$ cat config.mk
export PLATFORM = sky130hd
export DESIGN_NAME = ttcc_top
export DESIGN_NICKNAME = d
export VERILOG_FILES = /design/src/ttcc_pkg.sv /design/src/ttcc_top.sv
export SDC_FILE = /design/constraint.sdc
export NUM_CORES = 1
export LEC_CHECK = 0
export ABC_AREA = 1
export BUFFER_PORTS_ARGS = -buffer_cell sky130_fd_sc_hd__buf_2
export CAP_MARGIN = 5
export CORE_MARGIN = 2
export CORE_UTILIZATION = 37
export CTS_BUF_LIST = sky130_fd_sc_hd__clkbuf_4 sky130_fd_sc_hd__clkbuf_8
export CTS_CLUSTER_SIZE = 12
export DETAILED_ROUTE_END_ITERATION = 7
export PLACE_DENSITY_LB_ADDON = 0.3
export SYNTH_ARGS = -nofsm -noshare
export SYNTH_HDL_FRONTEND = slang
export SYNTH_SLANG_ARGS = --single-unit
$ cat constraint.sdc
create_clock -name clk -period 9.9 [get_ports clk]
set_input_delay 0.495 -clock clk [delete_from_list [all_inputs] [get_ports clk]]
set_output_delay 0.495 -clock clk [all_outputs]
set_load 0.01 [all_outputs]
$ cat src/ttcc_pkg.sv
package ttcc_pkg;

    ////////////////////////////////////////////////////////////////////////
    // Sizes
    localparam int CHAN_N    = 4;
    localparam int ADDR_W    = 8;
    localparam int IDX_W     = 6;

    ////////////////////////////////////////////////////////////////////////
    // Register indices; byte address is four times the index
    localparam logic [IDX_W-1:0] CH0_STATUS_IDX  = 6'h13;
    localparam logic [IDX_W-1:0] CH_STRIDE       = 6'h03;
    localparam logic [IDX_W-1:0] CH_SPAN         = 6'h0C;
    localparam logic [IDX_W-1:0] CH1_VAL_LO_IDX  = 6'h18;
    localparam logic [IDX_W-1:0] CH2_VAL_HI_IDX  = 6'h1A;
    localparam logic [IDX_W-1:0] CH2_VAL_LO_IDX  = 6'h1B;
    localparam logic [IDX_W-1:0] CH3_VAL_HI_IDX  = 6'h1D;
    localparam logic [IDX_W-1:0] CH3_VAL_LO_IDX  = 6'h1E;

    // Register kind within one channel group
    localparam logic [1:0] KIND_STATUS = 2'h0;
    localparam logic [1:0] KIND_VAL_HI = 2'h1;
    localparam logic [1:0] KIND_VAL_LO = 2'h2;

    ////////////////////////////////////////////////////////////////////////
    // Status and control field positions
    localparam int FLAG_BIT     = 7;
    localparam int IRQ_EN_BIT   = 6;
    localparam int MS_BUF_BIT   = 5;
    localparam int MS_UNBUF_BIT = 4;
    localparam int ELS_HI_BIT   = 3;
    localparam int ELS_LO_BIT   = 2;
    localparam int TOV_BIT      = 1;
    localparam int MAX_BIT      = 0;

    localparam logic [7:0] STATUS_RST = 8'h00;
    localparam logic [15:0] VALUE_RST = 16'h0000;

    // Edge/level select codes
    localparam logic [1:0] ELS_OFF = 2'h0;
    localparam logic [1:0] ELS_RISE_TOG = 2'h1;
    localparam logic [1:0] ELS_FALL_CLR = 2'h2;
    localparam logic [1:0] ELS_BOTH_SET = 2'h3;

    // AXI responses
    localparam logic [1:0] RESP_OKAY   = 2'h0;
    localparam logic [1:0] RESP_SLVERR = 2'h2;

    ////////////////////////////////////////////////////////////////////////
    // Types
    typedef enum logic [2:0] {
        MODE_OFF,
        MODE_PRESET,
        MODE_CAPTURE,
        MODE_COMPARE,
        MODE_BUFFERED
    } ttcc_mode_e;

    typedef struct packed {
        logic        flag;
        logic        armed;
        logic        irq_en;
        logic        ms_buf;
        logic        ms_unbuf;
        logic [1:0]  els;
        logic        tov;
        logic        max;
        logic        max_act;
        logic        out;
        logic        cap_lock;
        logic        cmp_lock;
        logic [15:0] val;
    } ttcc_chan_s;

    typedef struct packed {
        ttcc_chan_s [CHAN_N-1:0] ch;
        logic [1:0]              pair_sel;
        logic [1:0]              pair_pend;
        logic [1:0]              pair_tgt;
        logic [CHAN_N-1:0]       sync1;
        logic [CHAN_N-1:0]       sync2;
        logic [CHAN_N-1:0]       sync3;
        logic                    aw_have;
        logic [IDX_W-1:0]        aw_idx;
        logic                    w_have;
        logic [7:0]              w_byte;
        logic                    w_lane;
        logic                    bvalid;
        logic [1:0]              bresp;
        logic                    rvalid;
        logic [1:0]              rresp;
        logic [7:0]              rbyte;
    } ttcc_state_s;

    typedef struct packed {
        logic [15:0] value;
        logic        wrap;
        logic        halt;
        logic        clear;
    } ttcc_counter_s;

endpackage : ttcc_pkg

$ cat src/ttcc_top.sv
`timescale 1ns/1ps
// Operation
// - Capture channel sets its flag on the selected pin edge.
// - Compare channel sets its flag when counter equals value register.
// - Flag clears by status read then zero write, unless new event.
// - Writing one to a flag does nothing; reset clears flag.
// - Per-channel interrupt enable, cleared at reset, gates the request.
// - Buffered select exists only on channels 0 and 2.
// - Buffered pair disables odd channel status and frees its pin.
// - Nonzero edge select: unbuffered bit picks compare or capture.
// - Edge select zero: unbuffered bit sets initial level, one low.
// - Edge select zero leaves pin to port; channel holds preset.
// - Capture edge: 01 rising, 10 falling, 11 both.
// - Compare action: 01 toggle, 10 clear, 11 set.
// - Toggle-on-wrap toggles compare pin at overflow; none in capture.
// - Overflow toggle wins over compare in the same cycle.
// - With toggle-on-wrap and clear action, full-duty force holds output high from the next period.
// - Each channel has a 16-bit read/write capture/compare value.
// - Capture mode: high byte read blocks captures until low read.
// - Compare modes: high byte write blocks matches until low write.
// - Overflow is the counter wrap strobe from the shared counter.
// - Counter halt suppresses captures while set.
module ttcc_top
    import ttcc_pkg::*;
(
    // Clock and reset
    input  wire logic              clk,
    input  wire logic              resetn,
    input  wire logic              ce,
    // Shared counter
    input  wire logic [15:0]       counter_value,
    input  wire logic              counter_wrap,
    input  wire logic              counter_halt,
    input  wire logic              counter_clear,
    // Channel pins
    input  wire logic [CHAN_N-1:0] channel_pin_in,
    output logic      [CHAN_N-1:0] channel_pin_out,
    output logic      [CHAN_N-1:0] channel_pin_oe,
    output logic      [CHAN_N-1:0] channel_pin_owned,
    // Interrupt requests
    output logic      [CHAN_N-1:0] chan_irq,
    // AXI4-Lite write
    input  wire logic [ADDR_W-1:0] s_axi_awaddr,
    input  wire logic              s_axi_awvalid,
    output logic                   s_axi_awready,
    input  wire logic [31:0]       s_axi_wdata,
    input  wire logic [3:0]        s_axi_wstrb,
    input  wire logic              s_axi_wvalid,
    output logic                   s_axi_wready,
    output logic [1:0]             s_axi_bresp,
    output logic                   s_axi_bvalid,
    input  wire logic              s_axi_bready,
    // AXI4-Lite read
    input  wire logic [ADDR_W-1:0] s_axi_araddr,
    input  wire logic              s_axi_arvalid,
    output logic                   s_axi_arready,
    output logic [31:0]            s_axi_rdata,
    output logic [1:0]             s_axi_rresp,
    output logic                   s_axi_rvalid,
    input  wire logic              s_axi_rready
);

    ////////////////////////////////////////////////////////////////////////
    // Address decode: channel groups of status, high and low
    function automatic logic [4:0] ttcc_decode(input logic [IDX_W-1:0] idx);
        logic [IDX_W-1:0] off;
        logic [1:0]       chan;
        logic [1:0]       kind;
        off  = idx - CH0_STATUS_IDX;
        chan = 2'(off / CH_STRIDE);
        kind = 2'(off % CH_STRIDE);
        ttcc_decode = {(idx >= CH0_STATUS_IDX) && (off < CH_SPAN),
                       chan, kind};
    endfunction : ttcc_decode

    ////////////////////////////////////////////////////////////////////////
    ttcc_state_s   st_reg;
    ttcc_state_s   st_next;
    ttcc_counter_s cnt;
    ttcc_mode_e    mode [CHAN_N];

    logic [4:0]  wr_dec;
    logic [4:0]  rd_dec;
    logic        wr_exec;
    logic        rd_exec;
    logic [7:0]  rd_byte;

    assign cnt = '{value: counter_value, wrap: counter_wrap,
                   halt: counter_halt, clear: counter_clear};

    assign wr_dec  = ttcc_decode(st_reg.aw_idx);
    assign rd_dec  = ttcc_decode(s_axi_araddr[ADDR_W-1:2]);
    assign wr_exec = st_reg.aw_have && st_reg.w_have && !st_reg.bvalid;
    assign rd_exec = s_axi_arvalid && !st_reg.rvalid;

    assign s_axi_awready = !st_reg.aw_have && !st_reg.bvalid;
    assign s_axi_wready  = !st_reg.w_have && !st_reg.bvalid;
    assign s_axi_arready = !st_reg.rvalid;
    assign s_axi_bvalid  = st_reg.bvalid;
    assign s_axi_bresp   = st_reg.bresp;
    assign s_axi_rvalid  = st_reg.rvalid;
    assign s_axi_rresp   = st_reg.rresp;
    assign s_axi_rdata   = {24'h000000, st_reg.rbyte};

    ////////////////////////////////////////////////////////////////////////
    // Mode of each channel from its control bits
    always_comb begin
        for (int i = 0; i < CHAN_N; i++) begin
            ttcc_chan_s c;
            c = st_reg.ch[i];
            if ((i % 2 == 1) && st_reg.ch[i - (i % 2)].ms_buf) begin
                mode[i] = MODE_OFF;
            end else if (c.els == ELS_OFF) begin
                mode[i] = MODE_PRESET;
            end else if ((i % 2 == 0) && c.ms_buf) begin
                mode[i] = MODE_BUFFERED;
            end else if (c.ms_unbuf) begin
                mode[i] = MODE_COMPARE;
            end else begin
                mode[i] = MODE_CAPTURE;
            end
        end
    end

    ////////////////////////////////////////////////////////////////////////
    // Read data for the accepted read address
    always_comb begin
        ttcc_chan_s c;
        c = st_reg.ch[rd_dec[3:2]];
        rd_byte = 8'h00;
        case (rd_dec[1:0])
            KIND_STATUS: begin
                if (mode[rd_dec[3:2]] != MODE_OFF) begin
                    rd_byte = {c.flag, c.irq_en, c.ms_buf, c.ms_unbuf,
                               c.els, c.tov, c.max};
                end
            end
            KIND_VAL_HI: rd_byte = c.val[15:8];
            KIND_VAL_LO: rd_byte = c.val[7:0];
            default:     rd_byte = 8'h00;
        endcase
    end

    ////////////////////////////////////////////////////////////////////////
    // Next state
    always_comb begin
        logic             rise;
        logic             fall;
        logic             edge_hit;
        logic             match;
        logic             ev;
        logic             clr;
        logic             wr_here;
        logic             rd_here;
        logic [15:0]      cmp_val;
        logic             cmp_blk;
        logic [7:0]       wb;
        ttcc_chan_s       c;
        rise     = 1'b0;
        fall     = 1'b0;
        edge_hit = 1'b0;
        match    = 1'b0;
        ev       = 1'b0;
        clr      = 1'b0;
        wr_here  = 1'b0;
        rd_here  = 1'b0;
        cmp_val  = VALUE_RST;
        cmp_blk  = 1'b0;
        wb       = st_reg.w_byte;
        c        = st_reg.ch[0];
        st_next  = st_reg;

        // Pins pass two flops before any logic looks at them
        st_next.sync1 = channel_pin_in;
        st_next.sync2 = st_reg.sync1;
        st_next.sync3 = st_reg.sync2;

        // Bus channels
        if (s_axi_awvalid && s_axi_awready) begin
            st_next.aw_have = 1'b1;
            st_next.aw_idx  = s_axi_awaddr[ADDR_W-1:2];
        end
        if (s_axi_wvalid && s_axi_wready) begin
            st_next.w_have = 1'b1;
            st_next.w_byte = s_axi_wdata[7:0];
            st_next.w_lane = s_axi_wstrb[0];
        end
        if (wr_exec) begin
            st_next.aw_have = 1'b0;
            st_next.w_have  = 1'b0;
            st_next.bvalid  = 1'b1;
            st_next.bresp   = wr_dec[4] ? RESP_OKAY : RESP_SLVERR;
        end else if (st_reg.bvalid && s_axi_bready) begin
            st_next.bvalid = 1'b0;
        end
        if (rd_exec) begin
            st_next.rvalid = 1'b1;
            st_next.rresp  = rd_dec[4] ? RESP_OKAY : RESP_SLVERR;
            st_next.rbyte  = rd_dec[4] ? rd_byte : 8'h00;
        end else if (st_reg.rvalid && s_axi_rready) begin
            st_next.rvalid = 1'b0;
        end

        for (int i = 0; i < CHAN_N; i++) begin
            c       = st_reg.ch[i];
            ev      = 1'b0;
            clr     = 1'b0;
            wr_here = wr_exec && wr_dec[4] && st_reg.w_lane
                      && (wr_dec[3:2] == 2'(i));
            rd_here = rd_exec && rd_dec[4] && (rd_dec[3:2] == 2'(i));

            // Register writes
            if (wr_here) begin
                case (wr_dec[1:0])
                    KIND_STATUS: begin
                        if (mode[i] != MODE_OFF) begin
                            c.irq_en   = wb[IRQ_EN_BIT];
                            c.ms_unbuf = wb[MS_UNBUF_BIT];
                            c.els      = wb[ELS_HI_BIT:ELS_LO_BIT];
                            c.tov      = wb[TOV_BIT];
                            c.max      = wb[MAX_BIT];
                            if (i % 2 == 0) begin
                                c.ms_buf = wb[MS_BUF_BIT];
                            end
                            // Ones are ignored; zero clears only if armed
                            clr     = !wb[FLAG_BIT] && c.armed;
                            c.armed = 1'b0;
                        end
                    end
                    KIND_VAL_HI: begin
                        c.val[15:8] = wb;
                        if (mode[i] != MODE_CAPTURE) begin
                            c.cmp_lock = 1'b1;
                        end
                    end
                    KIND_VAL_LO: begin
                        c.val[7:0] = wb;
                        c.cmp_lock = 1'b0;
                        // New buffered value takes over at next wrap
                        if (st_reg.ch[i - (i % 2)].ms_buf) begin
                            st_next.pair_pend[i/2] = 1'b1;
                            st_next.pair_tgt[i/2]  = 1'(i % 2);
                        end
                    end
                    default: begin
                    end
                endcase
            end

            // Read side effects
            if (rd_here) begin
                case (rd_dec[1:0])
                    KIND_STATUS: begin
                        if (c.flag && mode[i] != MODE_OFF) begin
                            c.armed = 1'b1;
                        end
                    end
                    KIND_VAL_HI: begin
                        if (mode[i] == MODE_CAPTURE) begin
                            c.cap_lock = 1'b1;
                        end
                    end
                    KIND_VAL_LO: c.cap_lock = 1'b0;
                    default: begin
                    end
                endcase
            end

            // Edge detection on synchronised pin
            rise = st_reg.sync2[i] && !st_reg.sync3[i];
            fall = !st_reg.sync2[i] && st_reg.sync3[i];
            case (st_reg.ch[i].els)
                ELS_RISE_TOG: edge_hit = rise;
                ELS_FALL_CLR: edge_hit = fall;
                ELS_BOTH_SET: edge_hit = rise || fall;
                default:      edge_hit = 1'b0;
            endcase

            // Compare source: buffered pairs alternate between two values
            if (mode[i] == MODE_BUFFERED && st_reg.pair_sel[i/2]) begin
                cmp_val = st_reg.ch[i | 1].val;
                cmp_blk = st_reg.ch[i | 1].cmp_lock;
            end else begin
                cmp_val = st_reg.ch[i].val;
                cmp_blk = st_reg.ch[i].cmp_lock;
            end
            // Counter being cleared gives no match
            match = (cnt.value == cmp_val) && !cmp_blk && !cnt.clear;

            case (mode[i])
                MODE_CAPTURE: begin
                    // Halt and the read lock both hold off captures
                    if (edge_hit && !cnt.halt && !st_reg.ch[i].cap_lock)
                    begin
                        c.val = cnt.value;
                        ev    = 1'b1;
                    end
                end
                MODE_COMPARE, MODE_BUFFERED: begin
                    ev = match;
                    if (cnt.wrap) begin
                        c.max_act = st_reg.ch[i].max;
                    end
                    if (cnt.wrap && st_reg.ch[i].tov) begin
                        c.out = !st_reg.ch[i].out;
                    end else if (match) begin
                        case (st_reg.ch[i].els)
                            ELS_RISE_TOG: c.out = !st_reg.ch[i].out;
                            ELS_FALL_CLR: c.out = 1'b0;
                            ELS_BOTH_SET: c.out = 1'b1;
                            default:      c.out = st_reg.ch[i].out;
                        endcase
                    end
                    if (st_reg.ch[i].tov && st_reg.ch[i].els == ELS_FALL_CLR
                        && c.max_act) begin
                        c.out = 1'b1;
                    end
                    if (mode[i] == MODE_BUFFERED && cnt.wrap
                        && st_reg.pair_pend[i/2]) begin
                        st_next.pair_sel[i/2]  = st_reg.pair_tgt[i/2];
                        st_next.pair_pend[i/2] = 1'b0;
                    end
                end
                MODE_PRESET: begin
                    c.out     = !st_reg.ch[i].ms_unbuf;
                    c.max_act = st_reg.ch[i].max;
                end
                default: begin
                end
            endcase

            // A new event beats a clear in the same cycle
            if (ev) begin
                c.flag  = 1'b1;
                c.armed = 1'b0;
            end else if (clr) begin
                c.flag = 1'b0;
            end
            st_next.ch[i] = c;
        end
    end

    ////////////////////////////////////////////////////////////////////////
    // State register
    always_ff @(posedge clk) begin
        if (!resetn) begin
            st_reg <= '0;
        end else if (ce) begin
            st_reg <= st_next;
        end
    end

    ////////////////////////////////////////////////////////////////////////
    // Pin and interrupt outputs
    always_comb begin
        for (int i = 0; i < CHAN_N; i++) begin
            channel_pin_out[i]   = st_reg.ch[i].out;
            // Capture leaves the pin an input; preset leaves it to port
            channel_pin_oe[i]    = (mode[i] == MODE_COMPARE)
                                   || (mode[i] == MODE_BUFFERED);
            channel_pin_owned[i] = (mode[i] != MODE_OFF)
                                   && (mode[i] != MODE_PRESET);
            chan_irq[i] = st_reg.ch[i].flag && st_reg.ch[i].irq_en
                          && (mode[i] != MODE_OFF);
        end
    end

endmodule : ttcc_top

======== Yosys cells after proc, flatten, opt, wreduce, memory -nomap -nowiden ========
Cells that the tools add are included.
word-level totals
  latch bits .............................. 0
  memories kept ........................... 0
  register bits ........................... 163
  ROM bits ................................ 0
  logic and storage cells ................. 533
  input port bits ......................... 83
  memory bits (writable) .................. 0
cells by class
  muxes and demuxes ....................... 198
  add/sub/neg operators ................... 2
  equality and inequality tests ........... 66
  $lt $le $gt $ge ......................... 6
  reductions and logical operators ........ 190
  div/mod/pow operators ................... 4
  shifts and indexed selects .............. 0
  bitwise logic cells ..................... 1
  multipliers ............................. 0
operators with widths
  cell                                                 number
  two-way mux 16 bit                                   14
  two-way mux 8 bit                                    16
  two-way mux 1 bit                                    120
  logical AND 1 bit                                    88
  equality test 16 bit                                 4
  AND reduction 4 bit                                  16
  binary-select mux 29 bit (select 2 bit)              1
  equality test 2 bit, second input constant           18
  AND reduction 2 bit                                  16
  zero test 1 bit                                      31
  two-way mux 29 bit                                   1
  nonzero test 2 bit                                   14
  two-way mux 2 bit                                    12
  != test 6 x 4 -> 1 bit, second input constant        4
  case mux 1 bit (2 select lines)                      12
  case mux 1 bit (3 select lines)                      8
  case mux 8 bit (3 select lines)                      1
  equality test 2 x 1 -> 1 bit, second input constant  10
  two-way mux 3 bit                                    6
  zero test 2 bit                                      8
  != test 2 bit, second input constant                 8
  != test 4 bit, second input constant                 4
  case mux 2 bit (2 select lines)                      4
  nonzero test 3 bit                                   5
  19 further kinds                                     46

======== Longest topological paths before layout ========
  depth in word-level cells ............... 14
  gate-level depth with buffers ........... 42
  depth with buffers taken out ............ 41

======== Least setup slack after synthesis ========
Ideal clock, no wire load.
  kind .................................... reg-to-reg
  start ................................... register st_reg[24] in the netlist's numbering
  end ..................................... register st_reg[74] in the netlist's numbering
  period minus slack after synthesis ...... 4.459 ns
  setup time .............................. 0.122 ns
  data required time ...................... 9.778 ns
  slack ................................... 5.441 ns
  cell stages (with the launch flop) ...... 38
  arrival time ............................ 4.338 ns
  cell sequence ........................... dfxtp_1 > ha_1 > inv_1 > nand2_1 > o21ai_1 > nand2_1 > inv_2 > ha_1 > or2_2 > nand2_2 > nand2_1 > nand2_1 > nand2_1 > nand2_1 > nand2_2 > nand2_1 > nor2_4 > ha_1 > (+2 left out) > nor2_4 > nand3_1 > nand2_1 > nand2_1 > ha_1 > nor2_1 > nand2_1 > nor2_1 > nand3_2 > nand2_2 > nand2_4 > nand2_1 > nand2_2 > nor2_4 > nand3_1 > buf_2 > o21ai_1 > a21oi_1
on the way
  longest elaborated chain between the ends .. 7
ends and longest elaborated chain
  what                                                               RTL line         source
  from (decl)                                                        ttcc_top.sv:77   ttcc_state_s st_reg;
  from (signal assigned)                                             ttcc_top.sv:349  st_reg <= st_next;
  branches (longest 6 deep; another with subtractor 6 x 5 -> 6 bit)  --
  AND reduction 4 bit (no line) (*)                                  --
Every way passes the cells marked *.
A chain may end at the register's enable or synchronous reset.

======== Final worst setup path ========
  start ................................... input port s_axi_araddr[2]
  end ..................................... register st_reg, in the netlist s_axi_rdata[4]
on the way
  longest elaborated chain between the ends .. 10
ends and longest elaborated chain
  what                                                   RTL line         source
  from (decl)                                            ttcc_top.sv:54   input wire logic [ADDR_W-1:0] s_axi_araddr,
  subtractor 6 x 5 -> 6 bit                              ttcc_top.sv:69   off = idx - CH0_STATUS_IDX;
  divider 6 x 2 -> 6 bit                                 ttcc_top.sv:70   chan = 2'(off / CH_STRIDE);
  inverter 2 -> 3 bit (not written as such)              ttcc_top.sv:133  if (mode[rd_dec[3:2]] != MODE_OFF) begin
  binary-select mux 3 bit (select 2 bit)                 ttcc_top.sv:133
  two-way mux 3 bit (not written as such) (2 in series)  ttcc_top.sv:133
  nonzero test 3 bit                                     ttcc_top.sv:133
  two-way mux 8 bit                                      ttcc_top.sv:133
  case mux 8 bit (3 select lines)                        ttcc_top.sv:131  case (rd_dec[1:0])
  two-way mux 8 bit (*)                                  ttcc_top.sv:199  st_next.rbyte = rd_dec[4] ? rd_byte : 8'h00;
Every way passes the cells marked *; elsewhere a longest branch is shown, timed or not. The select of a mux whose other input is x is not followed.

==> flow_summary.yaml <==
status:
  status: "completed"
sta:
  min_period_ns: 6.39
  slew_viol_final: 0
  clock_skew_ns: 0.0225
  setup_tns_ns: 0
  finalSetupViolations: 0
  worstMarginPinSlew_ns: 1.10
  hold_viol: 0
  max_slew_margin_pct: 26.5
  rsz0062_at_grt: "no"
  period_share_pct: 64.6
  timing.fmax_mhz: 156
  fin_hold_ws_ns: 0.203
  setup_ws_ns: 3.51
floorplan:
  die_h_um: 185
  dieWidth_um: 185
  initial_core_util_pct: 37.4
  rows: 66
  core_mm2: 0.0324
  io_pins: 140
  die_area_mm2: 0.0342
clock_tree:
  cts_resized: 0
  cts_buffer_depth: 2
  root_buffer: "clkbuf_8"
  clkSlewWorstSetupHoldPaths_ns: 0.11
  h-tree-depth: 4
  cts_buffers: 17
  cts.sinks: 161
  cts_hold_buf: 0
  insertion_delay_ns: 0.51
  cts_tree: "built"
  post_cts_buffers: 0
global_routing:
  grt_use_met2_pct: 40.0
  gr-usage-met1_pct: 34.0
  grt_pass1_wl_um: 66200
  use_met3_pct: 3.64
  grt_max_degree: 93
  antenna_found_initial: 0
  grt_pass1_vias: 11800
  grt-ovfl-total: 0
  gr-max-usage-layer: "met2"
  grt_usage_pct: 24.9
setup_path:
  crit_slowest_cell: "nand3_1"
  start_kind: "input port"
  required_ns: 10.32
  r2r-start: "st_reg[24]"
  cp_slowest_stage_delay_ns: 0.80
  rrSetupSlack_ns: 3.98
  crit_fanout: 53
  crit_path_start: "s_axi_araddr[2]"
  crit_type: "in -> reg"
  cp.arrival_ns: 6.81
  critPathCaptureType: "flop"
cells_and_area:
  n_fill_cell: 3545
  area_delta_synth_final_pct: 6.74
  layout_commonest_cell: "nand2_1"
  final_cell_mix: "nand2_1 (485), inv_1 (239), nand3_1 (209)"
  n_antenna_cell: 0
  nets: 2112
  largest_reg_flops: 137
  instances_no_fill: 2460
  drive_gt1_share_pct: 9.56
yosys:
  yosysWarnings: 0
  ys_seq_area_share_pct: 26.6
  syn_area_per_cell_um2: 6.01
  synth_edf_count: 0
  synth.ff_latch_count: 161
  syn_area_mm2: 0.0121
  async_flop_share_pct: 0
  synth_top_flop_cell: "dfxtp_1"
  netlist_instances: 2014
  yosysUniqueCellTypes: 51
routing:
  drc: 0
  dr.pass1.iters: 5
  via_per_inst: 5.39
  wirelength_um: 42400
  drt_iter0_markers: 1448
  vias: 13300
  ant_nets: 0
  detail_route.wl_per_cell_um: 17.3
power_and_ir_drop:
  leakage_nw: 5.65
  power.density_mw_per_mm2: 156
  ir_drop_mv: 0.129
min_path:
  hold_class: "in -> reg"
  hp-start: "channel_pin_in[1]"
placement:
  dp_hpwl_um: 30100
  gp_congestion: 0.917
  numPlacedInstances: 2428
  io_buffers: 82
  place_worst_setup_slack_ns: 3.13
flow_run:
  maxCapViolCount: 0
## Yosys cell counts, types with 3 or more instances
cell | n | area, µm²
nand2_1 | 485 | 1820
inv_1 | 241 | 905
nand3_1 | 209 | 1050
dfxtp_1 | 161 | 3220
nor2_1 | 160 | 601
o21ai_0 | 160 | 801
a21oi_1 | 146 | 731
clkbuf_1 | 85 | 319
nand4_1 | 85 | 532
buf_4 | 42 | 315
ha_1 | 24 | 300
o21ai_1 | 20 | 100
buf_2 | 19 | 95.1
xor2_1 | 19 | 166
nand2_2 | 17 | 106
o22ai_1 | 15 | 93.8
nor3_1 | 14 | 70.1
nand3_2 | 10 | 100
or2_2 | 10 | 62.6
o211ai_1 | 7 | 52.6
clkinv_1 | 6 | 22.5
nor4_1 | 6 | 37.5
a2111oi_0 | 5 | 43.8
buf_1 | 5 | 18.8
o2111ai_1 | 5 | 43.8
nand2_4 | 4 | 45.0
nor2_4 | 4 | 45.0
xnor2_1 | 4 | 35.0
a22o_1 | 3 | 26.3
a31oi_1 | 3 | 18.8
and2_1 | 3 | 18.8
inv_2 | 3 | 11.3
mux2i_1 | 3 | 30.0
nand3b_1 | 3 | 22.5
nor2_2 | 3 | 18.8
o311ai_0 | 3 | 26.3
## cells by family after synthesis
group                      synth area share [%]
AOI/OAI and AO/OA                          17.1
adders and majority gates                  2.48
DFF                                        26.6
muxes                                     0.248
and+or+nand+nor                            37.7
buffers and inverters                      14.2
xor gates and xnor gates                   1.67
other                                    0.0310
## final timing paths
kind | cells after the start | endpoint
setup reg to reg | 40 | st_reg[52]
setup / recovery | 31 | s_axi_rdata[4]
hold / removal | 3 | st_next[36]
hold reg to reg | 2 | st_reg[14]
## final cells by class
class                   count  area (µm²)  area share [%]
clock inverters            14         141            1.10
clock buffers              18         248            1.92
inverters                 251         945            7.32
multi-input cells        1474        7260            56.2
well taps                 442         553            4.28
flip-flops and latches    161        3220            25.0
repair buffers            100         546            4.23
## routing by layer
metal	vias to the layer above	wire length [µm]
li1	6551	-
met5	-	0
met1	6113	19100
met3	69	3040
met2	521	19200
met4	0	1100
## critical path: cells and delay by family
family | cells | cell delay, ns
xor+xnor | 1 | 0.24
simple gates | 17 | 2.88
compound gates | 1 | 0.12
buf+inv | 8 | 2.12
fa+ha+maj | 4 | 0.92
## power by group
part | switching, W | internal, W | leakage (nW)
clock | 0.000295 | 0.000213 | 0.198
sequential | 0.0000233 | 0.000659 | 1.30
combinational | 0.000621 | 0.000206 | 4.14
## stage by stage
stage,util (%),power (W),area (µm²)
finish,39.9,0.00202,12900
CTS,39.9,0.00201,12900
floorplan,-,0.00131,12200
global placement,38.7,0.00150,12500
detailed placement,38.7,0.00151,12500
global route,39.9,0.00214,12900
No activity file was read; power rests on OpenSTA's default activity.
